## src/verilog/ctmc_pkg.sv

```systemverilog
// Package with register map, field positions and reset values of the measurement control block.
package ctmc_pkg;
    localparam logic [11:0] CTMC_ADDR_CTRL = 12'h000;
    localparam logic [11:0] CTMC_ADDR_EDGE = 12'h004;
    localparam logic [11:0] CTMC_ADDR_STAT = 12'h008;
    localparam int CTMC_BIT_ENABLE = 15;
    localparam int CTMC_BIT_IDLE_STOP = 13;
    localparam int CTMC_BIT_DELAY_GEN = 12;
    localparam int CTMC_BIT_EDGE_GATE = 11;
    localparam int CTMC_BIT_EDGE_ORDER = 10;
    localparam int CTMC_BIT_SRC_GROUND = 9;
    localparam int CTMC_BIT_TRIG_EN = 8;
    localparam int CTMC_TRIM_LSB = 2;
    localparam int CTMC_TRIM_W = 6;
    localparam int CTMC_RANGE_LSB = 0;
    localparam int CTMC_RANGE_W = 2;
    localparam logic [15:0] CTMC_CTRL_WMASK = 16'hbfff;
    localparam logic [15:0] CTMC_CTRL_RESET = 16'h0000;
    localparam int CTMC_EDGE_SEL_W = 4;
    localparam int CTMC_EDGE_SRC_N = 16;
    localparam int CTMC_EXT_PINS = 13;
    localparam logic [3:0] CTMC_SEL_TIMER = 4'h0;
    localparam logic [3:0] CTMC_SEL_OCMP = 4'h1;
    localparam int CTMC_EDGE1_SEL_LSB = 0;
    localparam int CTMC_EDGE2_SEL_LSB = 4;
    localparam int CTMC_EDGE1_POL = 8;
    localparam int CTMC_EDGE2_POL = 9;
    localparam int CTMC_EDGE1_FLAG = 10;
    localparam int CTMC_EDGE2_FLAG = 11;
    localparam logic [1:0] CTMC_RANGE_5U5 = 2'h2;
    localparam logic [1:0] CTMC_RANGE_55U = 2'h3;
    typedef enum logic [1:0] {CTMC_ROUTE_OFF, CTMC_ROUTE_ADC, CTMC_ROUTE_COMP, CTMC_ROUTE_DIODE} ctmc_route_t;
    typedef enum {CTMC_DLY_IDLE, CTMC_DLY_CHARGE, CTMC_DLY_PULSE} ctmc_dly_state_t;
endpackage : ctmc_pkg

```

## src/verilog/ctmc_ctrl.sv

```systemverilog
// APB-mapped control, edge sequencing and current steering of the charge time measurement block.
`timescale 1ns/10ps
// Contract
// - Enable bit 15 turns the unit on; cleared stops edges, current, delay and trigger; source-ground bit 9, trim, range and flag writes stay live.
// - Idle-stop bit 13 halts the unit while the device is idle.
// - Delay-generation bit 12 steers current to comparator input B.
// - Delay mode charges on an edge, pulses when comparator trips.
// - Edge gate bit 11 passes edges when set, blocks them when cleared.
// - Edge-order bit 10 ignores second edge until first edge occurred.
// - Source-ground bit 9 grounds the current source output.
// - Trigger enable bit 8 allows the trigger output.
// - Six-bit trim field is a signed offset from nominal current.
// - Current goes to the diode only while both edge flags match.
// - Each edge input selects timer, output compare or 13 external pins.
// - Edge flags set by hardware, and software may write them.
module ctmc_ctrl #(
    parameter int EXT_PINS = ctmc_pkg::CTMC_EXT_PINS
) (
    input wire logic clk_sys_i,           // System clock, 200 MHz.
    input wire logic rstn_i,              // Asynchronous reset, active low.
    input wire logic psel,                // APB select.
    input wire logic penable,             // APB enable.
    input wire logic pwrite,              // APB write.
    input wire logic [11:0] paddr,        // APB byte address.
    input wire logic [31:0] pwdata,       // APB write data.
    input wire logic [3:0] pstrb,         // APB byte strobes.
    output logic [31:0] prdata,           // APB read data.
    output logic pready,                  // APB ready.
    output logic pslverr,                 // APB error on unmapped address.
    input wire logic idle_mode_i,         // Device is in idle mode.
    input wire logic timer_match_i,       // Timer match edge source.
    input wire logic ocmp_event_i,        // Output compare edge source.
    input wire logic [EXT_PINS-1:0] ext_edge_pin_i, // External edge pins.
    input wire logic comp2_trip_i,        // Comparator reports trip level crossed.
    output logic current_on_o,            // Current source switched on.
    output logic source_ground_o,         // Current source output grounded.
    output ctmc_pkg::ctmc_route_t route_o, // Current routing.
    output logic [ctmc_pkg::CTMC_TRIM_W-1:0] current_trim_o,   // Signed trim.
    output logic [ctmc_pkg::CTMC_RANGE_W-1:0] current_range_o, // Range code.
    output logic delay_pulse_out_o,       // Delay pulse output.
    output logic trigger_o,               // Trigger output.
    output logic first_edge_flag_o,       // First edge status.
    output logic second_edge_flag_o       // Second edge status.
);
    import ctmc_pkg::*;

    logic [15:0] ctrl;
    logic [9:0] edge_cfg;
    logic [1:0] ev_ch;
    logic flag1;
    logic flag2;
    logic ev1;
    logic ev2;
    logic run;
    logic wr;
    logic rd_hit;
    logic [CTMC_EDGE_SRC_N-1:0] srcs;
    ctmc_dly_state_t dly_state;
    logic pulse;
    logic trig;
    logic [31:0] rdata;

    assign wr = psel & penable & pwrite;
    assign pready = 1'b1;
    assign rd_hit = (paddr == CTMC_ADDR_CTRL) || (paddr == CTMC_ADDR_EDGE) || (paddr == CTMC_ADDR_STAT);
    assign pslverr = psel & penable & ~rd_hit;

    // Unit runs only when enabled and not stopped by idle.
    assign run = ctrl[CTMC_BIT_ENABLE] & ~(ctrl[CTMC_BIT_IDLE_STOP] & idle_mode_i);

    always_ff @(posedge clk_sys_i or negedge rstn_i) begin
        if (!rstn_i) begin
            ctrl <= CTMC_CTRL_RESET;
        end else if (wr && paddr == CTMC_ADDR_CTRL) begin
            if (pstrb[0]) begin
                ctrl[7:0] <= pwdata[7:0] & CTMC_CTRL_WMASK[7:0];
            end
            if (pstrb[1]) begin
                ctrl[15:8] <= pwdata[15:8] & CTMC_CTRL_WMASK[15:8];
            end
        end
    end

    always_ff @(posedge clk_sys_i or negedge rstn_i) begin
        if (!rstn_i) begin
            edge_cfg <= 10'h000;
        end else if (wr && paddr == CTMC_ADDR_EDGE) begin
            if (pstrb[0]) begin
                edge_cfg[7:0] <= pwdata[7:0];
            end
            if (pstrb[1]) begin
                edge_cfg[9:8] <= pwdata[9:8];
            end
        end
    end

    // Source 0 is the timer, 1 the output compare, then the external pins.
    assign srcs = {{(CTMC_EDGE_SRC_N-2-EXT_PINS){1'b0}}, ext_edge_pin_i, ocmp_event_i, timer_match_i};

    // One detector per edge channel; channel 0 feeds the first flag and channel 1 the second.
    for (genvar ch = 0; ch < 2; ch++) begin : g_edge
        ctmc_edge_det #(.SRC_N(CTMC_EDGE_SRC_N)) u_det (
            .clk_sys_i(clk_sys_i),
            .rstn_i(rstn_i),
            .src_i(srcs),
            .sel_i(edge_cfg[CTMC_EDGE1_SEL_LSB + ch * CTMC_EDGE_SEL_W +: CTMC_EDGE_SEL_W]),
            .pos_i(edge_cfg[CTMC_EDGE1_POL + ch]),
            .event_o(ev_ch[ch])
        );
    end

    assign ev1 = ev_ch[0];
    assign ev2 = ev_ch[1];

    logic acc1;
    logic acc2;
    logic flag_wr;
    assign acc1 = run & ctrl[CTMC_BIT_EDGE_GATE] & ev1;
    // With ordering on, the second edge counts only after the first flag is set.
    assign acc2 = run & ctrl[CTMC_BIT_EDGE_GATE] & ev2 & (~ctrl[CTMC_BIT_EDGE_ORDER] | flag1);
    assign flag_wr = wr && paddr == CTMC_ADDR_EDGE && pstrb[1];

    // Hardware set wins over a software write in the same cycle.
    always_ff @(posedge clk_sys_i or negedge rstn_i) begin
        if (!rstn_i) begin
            flag1 <= 1'b0;
            flag2 <= 1'b0;
        end else begin
            if (acc1) begin
                flag1 <= 1'b1;
            end else if (flag_wr) begin
                flag1 <= pwdata[CTMC_EDGE1_FLAG];
            end
            if (acc2) begin
                flag2 <= 1'b1;
            end else if (flag_wr) begin
                flag2 <= pwdata[CTMC_EDGE2_FLAG];
            end
        end
    end

    // Delay generator: charge from an accepted edge until the comparator trips.
    always_ff @(posedge clk_sys_i or negedge rstn_i) begin
        if (!rstn_i) begin
            dly_state <= CTMC_DLY_IDLE;
        end else if (!run || !ctrl[CTMC_BIT_DELAY_GEN]) begin
            dly_state <= CTMC_DLY_IDLE;
        end else begin
            case (dly_state)
                CTMC_DLY_IDLE: begin
                    if (acc1 || acc2) begin
                        dly_state <= CTMC_DLY_CHARGE;
                    end
                end
                CTMC_DLY_CHARGE: begin
                    if (comp2_trip_i) begin
                        dly_state <= CTMC_DLY_PULSE;
                    end
                end
                CTMC_DLY_PULSE: begin
                    if (!comp2_trip_i) begin
                        dly_state <= CTMC_DLY_IDLE;
                    end
                end
                default: begin
                    dly_state <= CTMC_DLY_IDLE;
                end
            endcase
        end
    end

    // The delay pulse stands for the one cycle after the comparator trips while charging.
    always_ff @(posedge clk_sys_i or negedge rstn_i) begin
        if (!rstn_i) begin
            pulse <= 1'b0;
        end else begin
            pulse <= run & ctrl[CTMC_BIT_DELAY_GEN] & (dly_state == CTMC_DLY_CHARGE) & comp2_trip_i;
        end
    end

    // The trigger follows the window between the two edges when it is allowed.
    always_ff @(posedge clk_sys_i or negedge rstn_i) begin
        if (!rstn_i) begin
            trig <= 1'b0;
        end else begin
            trig <= run & ctrl[CTMC_BIT_TRIG_EN] & (flag1 ^ flag2);
        end
    end
    assign delay_pulse_out_o = pulse;
    assign trigger_o = trig;

    always_comb begin
        if (!run) begin
            route_o = CTMC_ROUTE_OFF;
        end else if (flag1 == flag2) begin
            route_o = CTMC_ROUTE_DIODE;
        end else if (ctrl[CTMC_BIT_DELAY_GEN]) begin
            route_o = CTMC_ROUTE_COMP;
        end else begin
            route_o = CTMC_ROUTE_ADC;
        end
    end

    assign current_on_o = run & ((flag1 ^ flag2) | (dly_state == CTMC_DLY_CHARGE));
    assign source_ground_o = ctrl[CTMC_BIT_SRC_GROUND];
    assign current_trim_o = ctrl[CTMC_TRIM_LSB +: CTMC_TRIM_W];
    assign current_range_o = ctrl[CTMC_RANGE_LSB +: CTMC_RANGE_W];
    assign first_edge_flag_o = flag1;
    assign second_edge_flag_o = flag2;

    always_comb begin
        rdata = 32'h0000_0000;
        case (paddr)
            CTMC_ADDR_CTRL: rdata = {16'h0000, ctrl};
            CTMC_ADDR_EDGE: rdata = {20'h00000, flag2, flag1, edge_cfg[9:0]};
            CTMC_ADDR_STAT: rdata = {28'h0000000, pulse, run, 2'(dly_state)};
            default: rdata = 32'h0000_0000;
        endcase
    end

    always_ff @(posedge clk_sys_i or negedge rstn_i) begin
        if (!rstn_i) begin
            prdata <= 32'h0000_0000;
        end else if (psel && !penable && !pwrite) begin
            prdata <= rdata;
        end
    end

    // Checks of the control rules; all of them rest while reset is applied.
    AST_DISABLED_NO_CURRENT: assert property (@(posedge clk_sys_i) disable iff (!rstn_i)
        !ctrl[CTMC_BIT_ENABLE] |-> !current_on_o && route_o == CTMC_ROUTE_OFF)
        else $error("current while disabled");

    AST_DISABLED_NO_OUTPUTS: assert property (@(posedge clk_sys_i) disable iff (!rstn_i)
        !ctrl[CTMC_BIT_ENABLE] |=> !trigger_o && !pulse)
        else $error("outputs while disabled");

    AST_RUN_WHEN_ENABLED: assert property (@(posedge clk_sys_i) disable iff (!rstn_i)
        ctrl[CTMC_BIT_ENABLE] && !ctrl[CTMC_BIT_IDLE_STOP] |-> run)
        else $error("enabled unit not running");

    AST_IDLE_STOP: assert property (@(posedge clk_sys_i) disable iff (!rstn_i)
        ctrl[CTMC_BIT_IDLE_STOP] && idle_mode_i |-> !run)
        else $error("unit runs in idle");

    AST_RUN_OUTSIDE_IDLE: assert property (@(posedge clk_sys_i) disable iff (!rstn_i)
        ctrl[CTMC_BIT_ENABLE] && !idle_mode_i |-> run)
        else $error("unit stopped outside idle");

    AST_ROUTE_COMP: assert property (@(posedge clk_sys_i) disable iff (!rstn_i)
        run && (flag1 != flag2) |-> (route_o == CTMC_ROUTE_COMP) == ctrl[CTMC_BIT_DELAY_GEN])
        else $error("bad route");

    AST_ROUTE_ADC: assert property (@(posedge clk_sys_i) disable iff (!rstn_i)
        run && (flag1 != flag2) && !ctrl[CTMC_BIT_DELAY_GEN] |-> route_o == CTMC_ROUTE_ADC)
        else $error("current not routed to converter");

    AST_NO_PULSE_WITHOUT_DELAY: assert property (@(posedge clk_sys_i) disable iff (!rstn_i)
        !ctrl[CTMC_BIT_DELAY_GEN] |=> !pulse)
        else $error("pulse without delay mode");

    AST_DELAY_START: assert property (@(posedge clk_sys_i) disable iff (!rstn_i)
        run && ctrl[CTMC_BIT_DELAY_GEN] && dly_state == CTMC_DLY_IDLE && (acc1 || acc2) |=> dly_state == CTMC_DLY_CHARGE)
        else $error("charge not started");

    AST_CHARGE_CURRENT: assert property (@(posedge clk_sys_i) disable iff (!rstn_i)
        run && dly_state == CTMC_DLY_CHARGE |-> current_on_o)
        else $error("no current while charging");

    AST_DELAY_PULSE: assert property (@(posedge clk_sys_i) disable iff (!rstn_i)
        dly_state == CTMC_DLY_CHARGE && comp2_trip_i && run && ctrl[CTMC_BIT_DELAY_GEN] |=> pulse)
        else $error("no pulse");

    AST_PULSE_SINGLE: assert property (@(posedge clk_sys_i) disable iff (!rstn_i)
        pulse |=> !pulse)
        else $error("pulse longer than one cycle");

    AST_EDGE_GATE: assert property (@(posedge clk_sys_i) disable iff (!rstn_i)
        !ctrl[CTMC_BIT_EDGE_GATE] && !flag_wr |=> flag1 == $past(flag1))
        else $error("edge passed gate");

    AST_EDGE_GATE_SECOND: assert property (@(posedge clk_sys_i) disable iff (!rstn_i)
        !ctrl[CTMC_BIT_EDGE_GATE] && !flag_wr |=> flag2 == $past(flag2))
        else $error("second edge passed gate");

    AST_EDGE_PASS: assert property (@(posedge clk_sys_i) disable iff (!rstn_i)
        run && ctrl[CTMC_BIT_EDGE_GATE] && ev1 |=> flag1)
        else $error("open gate lost an edge");

    AST_EDGE_ORDER: assert property (@(posedge clk_sys_i) disable iff (!rstn_i)
        ctrl[CTMC_BIT_EDGE_ORDER] && !flag1 && !flag2 && !flag_wr && !acc1 |=> !flag2)
        else $error("order broken");

    AST_ORDER_FREE: assert property (@(posedge clk_sys_i) disable iff (!rstn_i)
        run && ctrl[CTMC_BIT_EDGE_GATE] && !ctrl[CTMC_BIT_EDGE_ORDER] && ev2 |=> flag2)
        else $error("second edge lost without order");

    AST_GROUND: assert property (@(posedge clk_sys_i) disable iff (!rstn_i)
        source_ground_o == ctrl[CTMC_BIT_SRC_GROUND])
        else $error("ground mismatch");

    AST_TRIG_OFF: assert property (@(posedge clk_sys_i) disable iff (!rstn_i)
        !ctrl[CTMC_BIT_TRIG_EN] ##1 !ctrl[CTMC_BIT_TRIG_EN] |-> !trigger_o)
        else $error("trigger while off");

    AST_TRIG_ON: assert property (@(posedge clk_sys_i) disable iff (!rstn_i)
        run && ctrl[CTMC_BIT_TRIG_EN] && (flag1 ^ flag2) |=> trigger_o)
        else $error("trigger missing");

    AST_TRIM_FIELD: assert property (@(posedge clk_sys_i) disable iff (!rstn_i)
        current_trim_o == ctrl[CTMC_TRIM_LSB +: CTMC_TRIM_W])
        else $error("trim mismatch");

    AST_DIODE: assert property (@(posedge clk_sys_i) disable iff (!rstn_i)
        route_o == CTMC_ROUTE_DIODE |-> flag1 == flag2)
        else $error("diode with unequal flags");

    AST_DIODE_WHEN_EQUAL: assert property (@(posedge clk_sys_i) disable iff (!rstn_i)
        run && flag1 == flag2 |-> route_o == CTMC_ROUTE_DIODE)
        else $error("equal flags without diode route");

    AST_FLAG_SET: assert property (@(posedge clk_sys_i) disable iff (!rstn_i)
        acc1 |=> flag1)
        else $error("flag not set");

    AST_FLAG2_SET: assert property (@(posedge clk_sys_i) disable iff (!rstn_i)
        acc2 |=> flag2)
        else $error("second flag not set");

    AST_SW_FLAG1: assert property (@(posedge clk_sys_i) disable iff (!rstn_i)
        flag_wr && !acc1 |=> flag1 == $past(pwdata[CTMC_EDGE1_FLAG]))
        else $error("first flag write lost");

    AST_SW_FLAG2: assert property (@(posedge clk_sys_i) disable iff (!rstn_i)
        flag_wr && !acc2 |=> flag2 == $past(pwdata[CTMC_EDGE2_FLAG]))
        else $error("second flag write lost");

    AST_CURRENT_ONE_FLAG: assert property (@(posedge clk_sys_i) disable iff (!rstn_i)
        run && (flag1 ^ flag2) |-> current_on_o)
        else $error("current off between edges");

    AST_NO_CURRENT_OUTSIDE: assert property (@(posedge clk_sys_i) disable iff (!rstn_i)
        run && flag1 == flag2 && dly_state != CTMC_DLY_CHARGE |-> !current_on_o)
        else $error("current outside edge window");
endmodule : ctmc_ctrl

```

## src/verilog/ctmc_edge_det.sv

```systemverilog
// Edge source selection and polarity-qualified edge detector for one edge channel.
`timescale 1ns/10ps
module ctmc_edge_det #(
    parameter int SRC_N = ctmc_pkg::CTMC_EDGE_SRC_N
) (
    input wire logic clk_sys_i,   // System clock.
    input wire logic rstn_i,      // Asynchronous reset, active low.
    input wire logic [SRC_N-1:0] src_i, // Candidate edge sources.
    input wire logic [ctmc_pkg::CTMC_EDGE_SEL_W-1:0] sel_i, // Source select.
    input wire logic pos_i,       // High selects rising edges.
    output logic event_o          // One-cycle edge event.
);
    import ctmc_pkg::*;
    logic raw;
    logic prev;
    logic [CTMC_EDGE_SEL_W-1:0] last_sel;
    logic last_pos;
    logic cfg_steady;
    assign raw = src_i[sel_i];
    // After a select or polarity change the stored sample is stale, so that cycle yields no event.
    assign cfg_steady = (sel_i == last_sel) && (pos_i == last_pos);
    // Reset values match the idle low sources and the reset edge configuration.
    always_ff @(posedge clk_sys_i or negedge rstn_i) begin
        if (!rstn_i) begin
            prev <= 1'b0;
            last_sel <= {CTMC_EDGE_SEL_W{1'b0}};
            last_pos <= 1'b0;
        end else begin
            prev <= raw;
            last_sel <= sel_i;
            last_pos <= pos_i;
        end
    end
    assign event_o = cfg_steady & (pos_i ? (raw & ~prev) : (~raw & prev));
endmodule : ctmc_edge_det

```

## config.mk

```make
export PLATFORM = sky130hd
export DESIGN_NAME = ctmc_ctrl
export DESIGN_NICKNAME = d
export VERILOG_FILES = /design/src/verilog/ctmc_pkg.sv /design/src/verilog/ctmc_ctrl.sv /design/src/verilog/ctmc_edge_det.sv
export SDC_FILE = /design/constraint.sdc
export NUM_CORES = 1
export LEC_CHECK = 0
export BUFFER_PORTS_ARGS = -buffer_cell sky130_fd_sc_hd__buf_2
export CAP_MARGIN = 15
export CORE_MARGIN = 3
export CORE_UTILIZATION = 25
export DETAILED_ROUTE_END_ITERATION = 6
export SLEW_MARGIN = 40
export SYNTH_ARGS = -nofsm -noshare
export SYNTH_HDL_FRONTEND = slang
export SYNTH_SLANG_ARGS = --single-unit
export TNS_END_PERCENT = 1
```

## constraint.sdc

```tcl
create_clock -name clk_sys_i -period 4.85 [get_ports clk_sys_i]
set_clock_uncertainty 0.1 [all_clocks]
set_input_delay 0.7275 -clock clk_sys_i [delete_from_list [all_inputs] [get_ports clk_sys_i]]
set_output_delay 0.7275 -clock clk_sys_i [all_outputs]
set_load 0.02 [all_outputs]
```

==> results of run 1 <==
[power by group through the flow]
stage | Combinational [mW] | Sequential, mW | Clock, mW
6_report | 0.0708 | 0.486 | 0.704
5_1_grt | 0.0795 | 0.486 | 0.749
4_1_cts | 0.0716 | 0.486 | 0.724
3_5_place_dp | 0.0715 | 0.494 | 0
3_3_place_gp | 0.0703 | 0.494 | 0
2_1_floorplan | 0.0438 | 0.494 | 0
[state kept, by name (all words and copies together), names as in the netlist, 2 cells and up]
register and count:
ctrl 15, dly_state 2, g_edge.u_det.last_sel 8, edge_cfg 10
g_edge.u_det.prev 2, prdata 15, g_edge.u_det.last_pos 2
[placed cells by master (no fill, tap or decap), types with 2 or more instances in the layout]
cell / synthesis / final
and3_1: 3 / 3
o211a_1: 2 / 2
a21oi_1: 5 / 5
nand3b_1: 2 / 2
o22ai_1: 3 / 3
nor3_1: 5 / 5
buf_2: 2 / 82
mux2_2: 24 / 24
conb_1: 2 / 18
nor2_1: 10 / 10
xnor2_1: 8 / 8
clkbuf_16: 0 / 9
inv_1: 3 / 3
o31ai_1: 5 / 5
mux4_2: 5 / 5
mux2_4: 2 / 2
o21ai_0: 15 / 15
bufinv_16: 0 / 2
nor3b_1: 2 / 2
mux2i_1: 17 / 17
dfrtp_1: 58 / 58
xor2_1: 4 / 4
nand4_1: 3 / 3
nand2b_1: 2 / 2
nor2b_1: 3 / 3
nand2_1: 27 / 27
clkbuf_8: 0 / 3
nor4_4: 3 / 3
[through the flow]
stage,utilization,setup slack (ns)
finish,0.3248,2.125
global route,0.3248,1.977
CTS,0.3245,2.090
detailed placement,0.2955,1.750
global placement,0.2955,1.791
floorplan,-,2.161
[per-layer routing]
metal  global-route usage  vias to the layer above  routed length [um]
met4              0.02829                        0                  42
met1               0.1505                     1053                3413
met5                    0                        -                   0
met2               0.1854                       86                3577
li1                     -                     1044                   -
met3              0.04679                        4                 620
[cell families (layout without fill, tap and decap cells)]
kind of cell,after synthesis,in the layout
xor gates and xnor gates,12,12
DFF,58,58
and+or+nand+nor,67,67
AOI/OAI and AO/OA,38,38
buffers and inverters,45,102
muxes,49,49
other,2,18
[worst max-delay path by stage]
stage / end / slack [ns]
2_1_floorplan: pslverr / 2.16
3_3_place_gp: ctrl[7]$_DFFE_PN0P_ / 1.79
3_5_place_dp: ctrl[6]$_DFFE_PN0P_ / 1.75
4_1_cts: ctrl[3]$_DFFE_PN0P_ / 2.09
5_1_grt: ctrl[3]$_DFFE_PN0P_ / 1.98
6_report: ctrl[6]$_DFFE_PN0P_ / 2.13
[area by class of cell]
class / count / area [um2] / share of cell area
inverters: 3 / 11.26 / 0.002961
well taps: 143 / 178.9 / 0.04704
flip-flops and latches: 58 / 1451 / 0.3816
clock inverters: 4 / 72.57 / 0.01908
multi-input cells: 184 / 1401 / 0.3684
clock buffers: 12 / 266.5 / 0.07007
repair buffers: 83 / 421.7 / 0.1109
==> impl_metrics.env, run 1 <==
export IMPL_fin_crit_sh=0.5618
export IMPL_critPathMaxStageDelay_ns=0.60
export IMPL_worstSetupEndpointType="flop"
export IMPL_finalNetCount=409
export IMPL_antenna_found_initial=0
export IMPL_cts_sinks=58
export IMPL_drt_iter0_drc=124
export IMPL_r2r_slack_ns=2.51
export IMPL_power_leakage_nw=1.923
export IMPL_clockPowerShare=0.558
export IMPL_numCtsBuffers=9
export IMPL_grt_usage=0.1170
export IMPL_crit_buf_inv=1
export IMPL_rows=39
export IMPL_cp_required_ns=4.96
export IMPL_root_buffer="clkbuf_16"
export IMPL_hold_class="in -> async"
export IMPL_power_density_nw_per_um2=331.5
export IMPL_yosysTopAreaCellShare=0.4723
export IMPL_seq_power_share=0.386
export IMPL_p_sw_mw=0.2597
export IMPL_io_buffers=82
export IMPL_hpwlAfterDp_mm=5.638
export IMPL_crit_slowest_cell="and3_1"
export IMPL_hold_worst_slack_ns=0.3464
export IMPL_post_drt_via_cell_ratio=4.491
export IMPL_cts_tree="built"
export IMPL_initial_core_util=0.2624
export IMPL_final_area_um2=3804
export IMPL_pwr_share_comb=0.056
export IMPL_synth_top_family_by_area="multiplexers"
export IMPL_die_area_um2=13660
export IMPL_crit_path_start_kind="primary input"
export IMPL_period_needed_ns=2.725
export IMPL_firstDrtPassIters=4
export IMPL_crit_chain="buf_2, nor4_4, nand3_4, nor3_1, and3_1, mux2_2"
export IMPL_irDropWorstVdd_mv=0.1554
export IMPL_insertion_delay_ns=0.32
export IMPL_hold_violations=0
export IMPL_drt_total_wl_mm=7.654
export IMPL_cts_buffer_depth=2
export IMPL_worst_pin_slew_ns=0.7481
export IMPL_synth_compound_area_frac=0.07777
export IMPL_drc=0
export IMPL_cts_resized=0
export IMPL_synth_flop_cell="dfrtp_1"
export IMPL_gp_congestion=0.7329
export IMPL_synth_fa_ha_area_frac=0
export IMPL_ant_nets=0
export IMPL_cp_top_family="simple AND/OR/NAND/NOR gates"
export IMPL_syn2layout_area_growth_pct=23.78
export IMPL_htree_levels=3
export IMPL_cp_depth=6
export IMPL_drive_above_1_share=0.4012
export IMPL_post_cts_setup_buffers=0
export IMPL_power_internal_mw=1.001
export IMPL_clkTransAtPathRegs_ns=0.05
export IMPL_wl_per_cell_um=15.72
export IMPL_slew_headroom=0.5002
export IMPL_netlist_area_um2=3073
export IMPL_antenna_cells=0
export IMPL_swShare=0.2060
export IMPL_setup_violations=0
export IMPL_critical_path_class="in -> reg"
export IMPL_grt_max_degree=59
export IMPL_rr_endpoint="dly_state[0]$_DFFE_PN0P_"
export IMPL_io_pins=120
export IMPL_grt_pass1_wl_mm=11.84
export IMPL_yosys_top_cells_area="dfrtp_1, mux2_2, buf_4"
export IMPL_n_fill_cell=1195
export IMPL_yosys_area_top_type="dfrtp_1"
export IMPL_route_vias_total=2187
export IMPL_syn_avg_cell_area_um2=11.34
export IMPL_synth_cells=271
export IMPL_crit_arrival_ns=2.83
export IMPL_status="complete, no violations"
export IMPL_yosys_top_cells_count="dfrtp_1, buf_4, nand2_1, mux2_2, mux2i_1"
export IMPL_coreArea_um2=11710
export IMPL_r2r_start="edge_cfg[0]$_DFFE_PN0P_"
export IMPL_synth_seq_cells=58
export IMPL_rsz0062_at_grt="false"
export IMPL_synth_simple_gate_area_share=0.1287
export IMPL_worstPathMaxFanout=10
export IMPL_synth_edf_count=0
export IMPL_ys_seq_area_frac=0.4723
export IMPL_slew_violations=0
export IMPL_ys_warnings_count=0
export IMPL_async_flop_share=1.000
export IMPL_reg2regPathDepth=5
export IMPL_fin_cells=487
export IMPL_placed_area_um2=3461
export IMPL_die_w_um=116.9
export IMPL_synthXorXnorAreaFrac=0.03420
export IMPL_grt_pass1_vias=2215
export IMPL_power_mw=1.261
export IMPL_die_h_um=116.9
export IMPL_fmaxAchievable_mhz=367.0
export IMPL_dp_cells=471
export IMPL_synthMuxAreaShare=0.1934
export IMPL_yosysMostFrequentCell="dfrtp_1"
export IMPL_synth_distinct_cells=45
export IMPL_critPathLaunch="paddr[9]"
export IMPL_drv_cap=0
export IMPL_cts_hold_buf=0
export IMPL_overflow=0
export IMPL_finalSetupTns_ns=0
Note: power is estimated with default switching activity, not from simulation.
==> run 2: changes to the inputs <==
clock period = 2.8 ns   (was 4.85 ns; I/O delays follow)
==> run 2 against run 1 <==
Net effect:
- the flow now finishes with violations (hold timing)
- final cell count rose by 1.4%
- sequential power rose by 73%
- critical path depth fell by 1
- combinational power rose by 75%
- first-iteration DRC count fell by 39%
- core utilization fell by 0.053 points
- critical path type is now reg -> reg
- highest routed layer is now met5
==> impl_metrics.env, run 2 (synthesized netlist as in run 1, its figures left out) <==
export IMPL_cts_hold_buf=0
export IMPL_final_cell_mix="buf_2, dfrtp_1, nand2_1"
export IMPL_fin_crit_sh=0.7667
export IMPL_finalNetCount=416
export IMPL_initial_core_util=0.2624
export IMPL_crit_arrival_ns=2.24
export IMPL_coreArea_um2=11710
export IMPL_cts_resized=0
export IMPL_antenna_found_initial=1
export IMPL_reg_top3="ctrl (15), prdata (15), edge_cfg (10)"
export IMPL_r2r_slack_ns=0.65
export IMPL_gp_congestion=0.7137
export IMPL_grt_usage=0.1165
export IMPL_root_buffer="clkbuf_16"
export IMPL_hold_violations=1
export IMPL_drc=0
export IMPL_route_vias_total=2235
export IMPL_crit_chain="mux4_2, o21ai_0, o22ai_1, mux2i_1, a31oi_1"
export IMPL_violations="hold timing"
export IMPL_setup_violations=0
export IMPL_post_cts_setup_buffers=0
export IMPL_n_fill_cell=1191
export IMPL_antenna_cells=0
export IMPL_hold_worst_slack_ns=-0.00007944
export IMPL_rsz0062_at_grt="false"
export IMPL_status="complete, but fails checks"
export IMPL_cp_top_family="multiplexers"
export IMPL_irDropWorstVdd_mv=0.2824
export IMPL_drt_iter0_drc=76
export IMPL_fin_cells=494
export IMPL_grt_pass1_vias=2230
export IMPL_drt_total_wl_mm=7.554
export IMPL_syn2layout_area_growth_pct=23.57
export IMPL_finalSetupTns_ns=0
export IMPL_reg2regPathDepth=5
export IMPL_critPathMaxStageDelay_ns=0.61
export IMPL_cts_buffer_depth=2
export IMPL_hpwlAfterDp_mm=5.763
export IMPL_critical_path_class="reg -> reg"
export IMPL_crit_slowest_cell="dfrtp_1"
export IMPL_cp_required_ns=2.89
export IMPL_final_common_cell="buf_2"
export IMPL_io_pins=120
export IMPL_grt_pass1_wl_mm=11.83
export IMPL_cts_sinks=58
export IMPL_grt_max_degree=26
export IMPL_worstPathMaxFanout=10
export IMPL_die_area_um2=13660
export IMPL_dp_cells=478
export IMPL_cts_tree="built"
export IMPL_worst_pin_slew_ns=0.5719
export IMPL_firstDrtPassIters=6
export IMPL_worst_slack_ns=0.6532
export IMPL_slew_violations=0
export IMPL_io_buffers=82
export IMPL_clkTransAtPathRegs_ns=0.05
export IMPL_placed_area_um2=3513
export IMPL_rr_endpoint="dly_state[0]$_DFFE_PN0P_"
export IMPL_wl_per_cell_um=15.29
export IMPL_die_h_um=116.9
export IMPL_power_leakage_nw=1.934
export IMPL_overflow=0
export IMPL_drive_above_1_share=0.4074
export IMPL_hold_class="in -> async"
export IMPL_power_density_nw_per_um2=521.7
export IMPL_fmaxAchievable_mhz=465.8
export IMPL_r2r_start="edge_cfg[4]$_DFFE_PN0P_"
export IMPL_crit_path_start_kind="flop"
export IMPL_htree_levels=3
export IMPL_insertion_delay_ns=0.32
export IMPL_crit_buf_inv=0
export IMPL_die_w_um=116.9
export IMPL_numCtsBuffers=9
export IMPL_ant_nets=0
export IMPL_place_ws_ns=0.4565
export IMPL_drv_cap=0
export IMPL_post_drt_via_cell_ratio=4.524
export IMPL_rows=39
export IMPL_slew_headroom=0.6159
export IMPL_final_area_um2=3797
export IMPL_period_needed_ns=2.147
export IMPL_worstSetupEndpointType="flop"
-- run 2: cell types whose count changed in the layout (fill, tap and decap cells not counted), sizes merged --
| cell | change |
|---|---|
| buf | +7 |
| bufinv | -2 |
| clkbuf | +2 |
| clkinv | +1 |
| clkinvlp | -1 |
-- run 2: through the flow --
stage / util / hold slack, ns / power [mW]
floorplan: - / 0.02441 / 0.9322
global placement: 0.3000 / 0.3524 / 0.9801
detailed placement: 0.3000 / 0.3584 / 0.9825
CTS: 0.3243 / 0.01518 / 2.016
global route: 0.3243 / 0.03556 / 2.071
finish: 0.3243 / -0.00007944 / 1.981
-- run 2: cell type report --
cell class | instances | area (um2) | share of cell area
well taps | 143 | 178.9 | 0.04712
clock inverters | 2 | 10.01 | 0.002636
inverters | 3 | 11.26 | 0.002965
multi-input cells | 184 | 1401 | 0.3690
repair buffers | 90 | 470.5 | 0.1239
clock buffers | 14 | 274.0 | 0.07216
flip-flops and latches | 58 | 1451 | 0.3822
-- run 2: worst reg2reg max path: cells and delay by family, from the launching register on --
family | cells | cell delay [ns]
DFF | 1 | 0.61
muxes | 2 | 0.86
AOI/OAI and AO/OA | 3 | 0.45
-- run 2: power by group --
part / switching, mW / total [mW] / internal (mW)
registers: 0.00106 / 0.843 / 0.842
logic: 0.0792 / 0.124 / 0.0451
clock network: 0.347 / 1.01 / 0.666
-- run 2: metal layers --
metal | vias to the layer above | global-route usage | routed length, um
met5 | - | 0 | 18
met4 | 2 | 0.04205 | 110
met3 | 13 | 0.03856 | 472
met2 | 87 | 0.1820 | 3475
met1 | 1065 | 0.1513 | 3478
li1 | 1068 | - | -
-- run 2: worst max-delay path by stage --
stage | startpoint | endpoint | slack [ns] | cells past startpoint
floorplan | paddr[2] | pslverr | 0.73 | 4
global placement | paddr[9] | ctrl[7]$_DFFE_PN0P_ | 0.48 | 7
detailed placement | paddr[1] | ctrl[6]$_DFFE_PN0P_ | 0.46 | 7
CTS | edge_cfg[4]$_DFFE_PN0P_ | dly_state[0]$_DFFE_PN0P_ | 0.61 | 5
global route | edge_cfg[4]$_DFFE_PN0P_ | dly_state[0]$_DFFE_PN0P_ | 0.46 | 5
finish | edge_cfg[4]$_DFFE_PN0P_ | dly_state[0]$_DFFE_PN0P_ | 0.65 | 5
==> run 3: changes to the inputs <==
ABC_AREA = 1   (was unset)
clock period = 1.9 ns   (was 2.8 ns; I/O delays follow)
==> run 3 against run 2 <==
Net effect:
- the run now ends clean
- sequential cell count did not move
- hold slack better by 0.080 ns
- core utilization decreased by 0.069 points
- design area grew 3.6%
- final cell count up 26%
- die area rose by 2.0%
- routed wire length up 13%
- global-route usage rose by 0.75 points
==> impl_metrics.env, run 3 <==
export IMPL_status="complete, no violations"
export IMPL_worst_slack_ns=0.07226
export IMPL_drv_cap=0
export IMPL_fin_cells=622
export IMPL_ys_warnings_count=0
export IMPL_overflow=0
export IMPL_final_common_cell="buf_2"
export IMPL_ys_seq_area_frac=0.4627
export IMPL_grt_usage=0.1240
export IMPL_drt_iter0_drc=118
export IMPL_r2r_slack_ns=0.23
export IMPL_firstDrtPassIters=4
export IMPL_grt_max_degree=59
export IMPL_crit_buf_inv=2
export IMPL_cp_required_ns=1.51
export IMPL_hp_start="pwdata[13]"
export IMPL_min_to="ctrl[13]$_DFFE_PN0P_"
export IMPL_top_usage_layer="met2"
export IMPL_worstPathMaxFanout=6
export IMPL_crit_path_start_kind="flop"
export IMPL_io_buffers=82
export IMPL_clkTransAtPathRegs_ns=0.05
export IMPL_critical_path_class="reg -> out"
export IMPL_htree_levels=3
export IMPL_n_fill_cell=1272
export IMPL_crit_slowest_cell="dfrtp_1"
export IMPL_io_pins=120
export IMPL_yosys_top_cells_count="nand2_1, dfrtp_1, inv_1, nand3_1, buf_4"
export IMPL_antenna_cells=0
export IMPL_drc=0
export IMPL_setup_violations=0
export IMPL_coreArea_um2=12160
export IMPL_wl_per_cell_um=13.70
export IMPL_drt_total_wl_mm=8.519
export IMPL_yosysTopAreaCellShare=0.4627
export IMPL_yosys_top_cells_area="dfrtp_1, nand2_1, buf_4"
export IMPL_crit_chain="nand2_1, nand2_1, nor2_1, inv_2, nand2_1, buf_2"
export IMPL_path_common_cell="nand2_1"
export IMPL_grt_pass1_vias=2799
export IMPL_cts_tree="built"
export IMPL_netlist_area_um2=3137
export IMPL_cts_sinks=58
export IMPL_place_ws_ns=0.1155
export IMPL_synth_flop_cell="dfrtp_1"
export IMPL_regArea_um2=1453
export IMPL_min_path_cells=3
export IMPL_power_density_nw_per_um2=784.3
export IMPL_numCtsBuffers=9
export IMPL_hpwlAfterDp_mm=6.519
export IMPL_r2r_start="edge_cfg[4]$_DFFE_PN0P_"
export IMPL_initial_core_util=0.2579
export IMPL_rows=40
export IMPL_gr_usage_met2=0.2095
export IMPL_critPathMaxStageDelay_ns=0.38
export IMPL_root_buffer="clkbuf_16"
export IMPL_irDropWorstVdd_mv=0.4104
export IMPL_yosysMostFrequentCell="nand2_1"
export IMPL_period_needed_ns=1.828
export IMPL_insertion_delay_ns=0.32
export IMPL_async_flop_share=1.000
export IMPL_synth_edf_count=0
export IMPL_finalNetCount=519
export IMPL_gp_congestion=0.8357
export IMPL_die_h_um=118.0
export IMPL_ant_nets=0
export IMPL_yosys_area_top_type="dfrtp_1"
export IMPL_reg2regPathDepth=10
export IMPL_rr_endpoint="dly_state[0]$_DFFE_PN0P_"
export IMPL_grt_use_met3=0.03460
export IMPL_grt_pass1_wl_mm=13.77
export IMPL_synth_seq_cells=58
export IMPL_syn2layout_area_growth_pct=25.45
export IMPL_synth_cells=369
export IMPL_cp_top_family="simple AND/OR/NAND/NOR gates"
export IMPL_fmaxAchievable_mhz=547.1
export IMPL_hold_class="in -> reg"
export IMPL_cts_buffer_depth=2
export IMPL_use_met1=0.1514
export IMPL_multiInputGateArea_um2=1285
export IMPL_reg_top3="ctrl (15), prdata (15), edge_cfg (10)"
export IMPL_rsz0062_at_grt="false"
export IMPL_worstSetupEndpointType="primary output"
export IMPL_dp_cells=605
export IMPL_hold_violations=0
export IMPL_finalSetupTns_ns=0
export IMPL_route_vias_total=2727
export IMPL_power_leakage_nw=2.082
export IMPL_fin_crit_sh=0.9620
export IMPL_die_w_um=118.0
export IMPL_synth_distinct_cells=38
export IMPL_final_cell_mix="buf_2, nand2_1, dfrtp_1"
export IMPL_syn_avg_cell_area_um2=8.501
export IMPL_antenna_found_initial=0
export IMPL_crit_arrival_ns=1.44
export IMPL_post_drt_via_cell_ratio=4.384
export IMPL_die_area_um2=13930
export IMPL_drive_above_1_share=0.2885
export IMPL_slew_violations=0
[run 3: cell count changes after synthesis, sizes merged, moves of 5 or more]
cell / previous run / this run
inv: 3 / 54
nand2: 27 / 73
nand3: 1 / 36
mux2: 27 / 3
mux2i: 17 / 0
nor2: 10 / 26
a22o: 1 / 12
clkbuf: 11 / 3
a21oi: 5 / 12
mux4: 5 / 0
o22ai: 3 / 8
[run 3: worst register-to-register path: stages, from the launching register on]
cell	delay (ns)
dfrtp_2	0.48
inv_2	0.19
nand2_1	0.07
nand3_1	0.08
nand3_1	0.08
nand3_1	0.11
nand3b_1	0.09
nand3_1	0.14
nand3_1	0.09
nand3_1	0.07
nand2_1	0.05
[run 3: kinds of logic after synthesis]
logic type / after synthesis / synth area share
xor+xnor: 10 / 0.02792
other cells: 2 / 0.002394
compound gates: 56 / 0.1217
simple gates: 149 / 0.2254
flops: 58 / 0.4627
buf+inv: 91 / 0.1492
mux: 3 / 0.01077
[run 3: worst max-delay path by stage]
stage / startpoint / endpoint / slack (ns) / cells past startpoint
after floorplan: paddr[11] / ctrl[0]$_DFFE_PN0P_ / 0.29 / 7
after global routing: ctrl[13]$_DFFE_PN0P_ / route_o[1] / 0.02 / 6
after CTS: ctrl[13]$_DFFE_PN0P_ / route_o[1] / 0.06 / 6
final: ctrl[13]$_DFFE_PN0P_ / route_o[1] / 0.07 / 6
after global placement: edge_cfg[4]$_DFFE_PN0P_ / dly_state[0]$_DFFE_PN0P_ / 0.14 / 11
after detailed placement: edge_cfg[4]$_DFFE_PN0P_ / dly_state[0]$_DFFE_PN0P_ / 0.12 / 11
[run 3: repair_timing]
| action | in CTS | in global routing |
|---|---|---|
| hold endpoints to repair | 58 | 0 |
| hold buffers | 1 | 0 |
| setup endpoints to repair | 0 | 2 |
| buffers inserted | 0 | 0 |
| gates resized for setup | 0 | 2 |
[run 3: power breakdown]
group          switching (mW)  leakage (nW)  internal, mW
sequential            0.00831         0.631          1.25
clock                   0.522         0.147          1.08
combinational           0.151          1.30        0.0747
[run 3: routing by layer]
layer | wire length (um) | part of all wire
met1 | 3640 | 0.43
met2 | 4168 | 0.49
met3 | 536 | 0.063
met4 | 173 | 0.020
met5 | 0 | 0
[run 3: final cells by class]
type	instances	area share
inverter	54	0.05151
multi-input combinational	236	0.3265
tap	168	0.05342
clock buffer	14	0.06709
sequential	58	0.3692
clock inverter	2	0.008903
timing repair buffer	90	0.1234
[run 3: metrics by stage]
| stage | util | power (mW) | hold slack, ns | cell area [um2] |
|---|---|---|---|---|
| 2_1_floorplan | - | 1.411 | -0.1106 | 3197 |
| 3_3_place_gp | 0.2974 | 1.495 | 0.2086 | 3617 |
| 3_5_place_dp | 0.2974 | 1.501 | 0.2129 | 3617 |
| 4_1_cts | 0.3228 | 3.117 | 0.07675 | 3926 |
| 5_1_grt | 0.3236 | 3.197 | 0.09861 | 3935 |
| 6_report | 0.3236 | 3.086 | 0.08002 | 3935 |
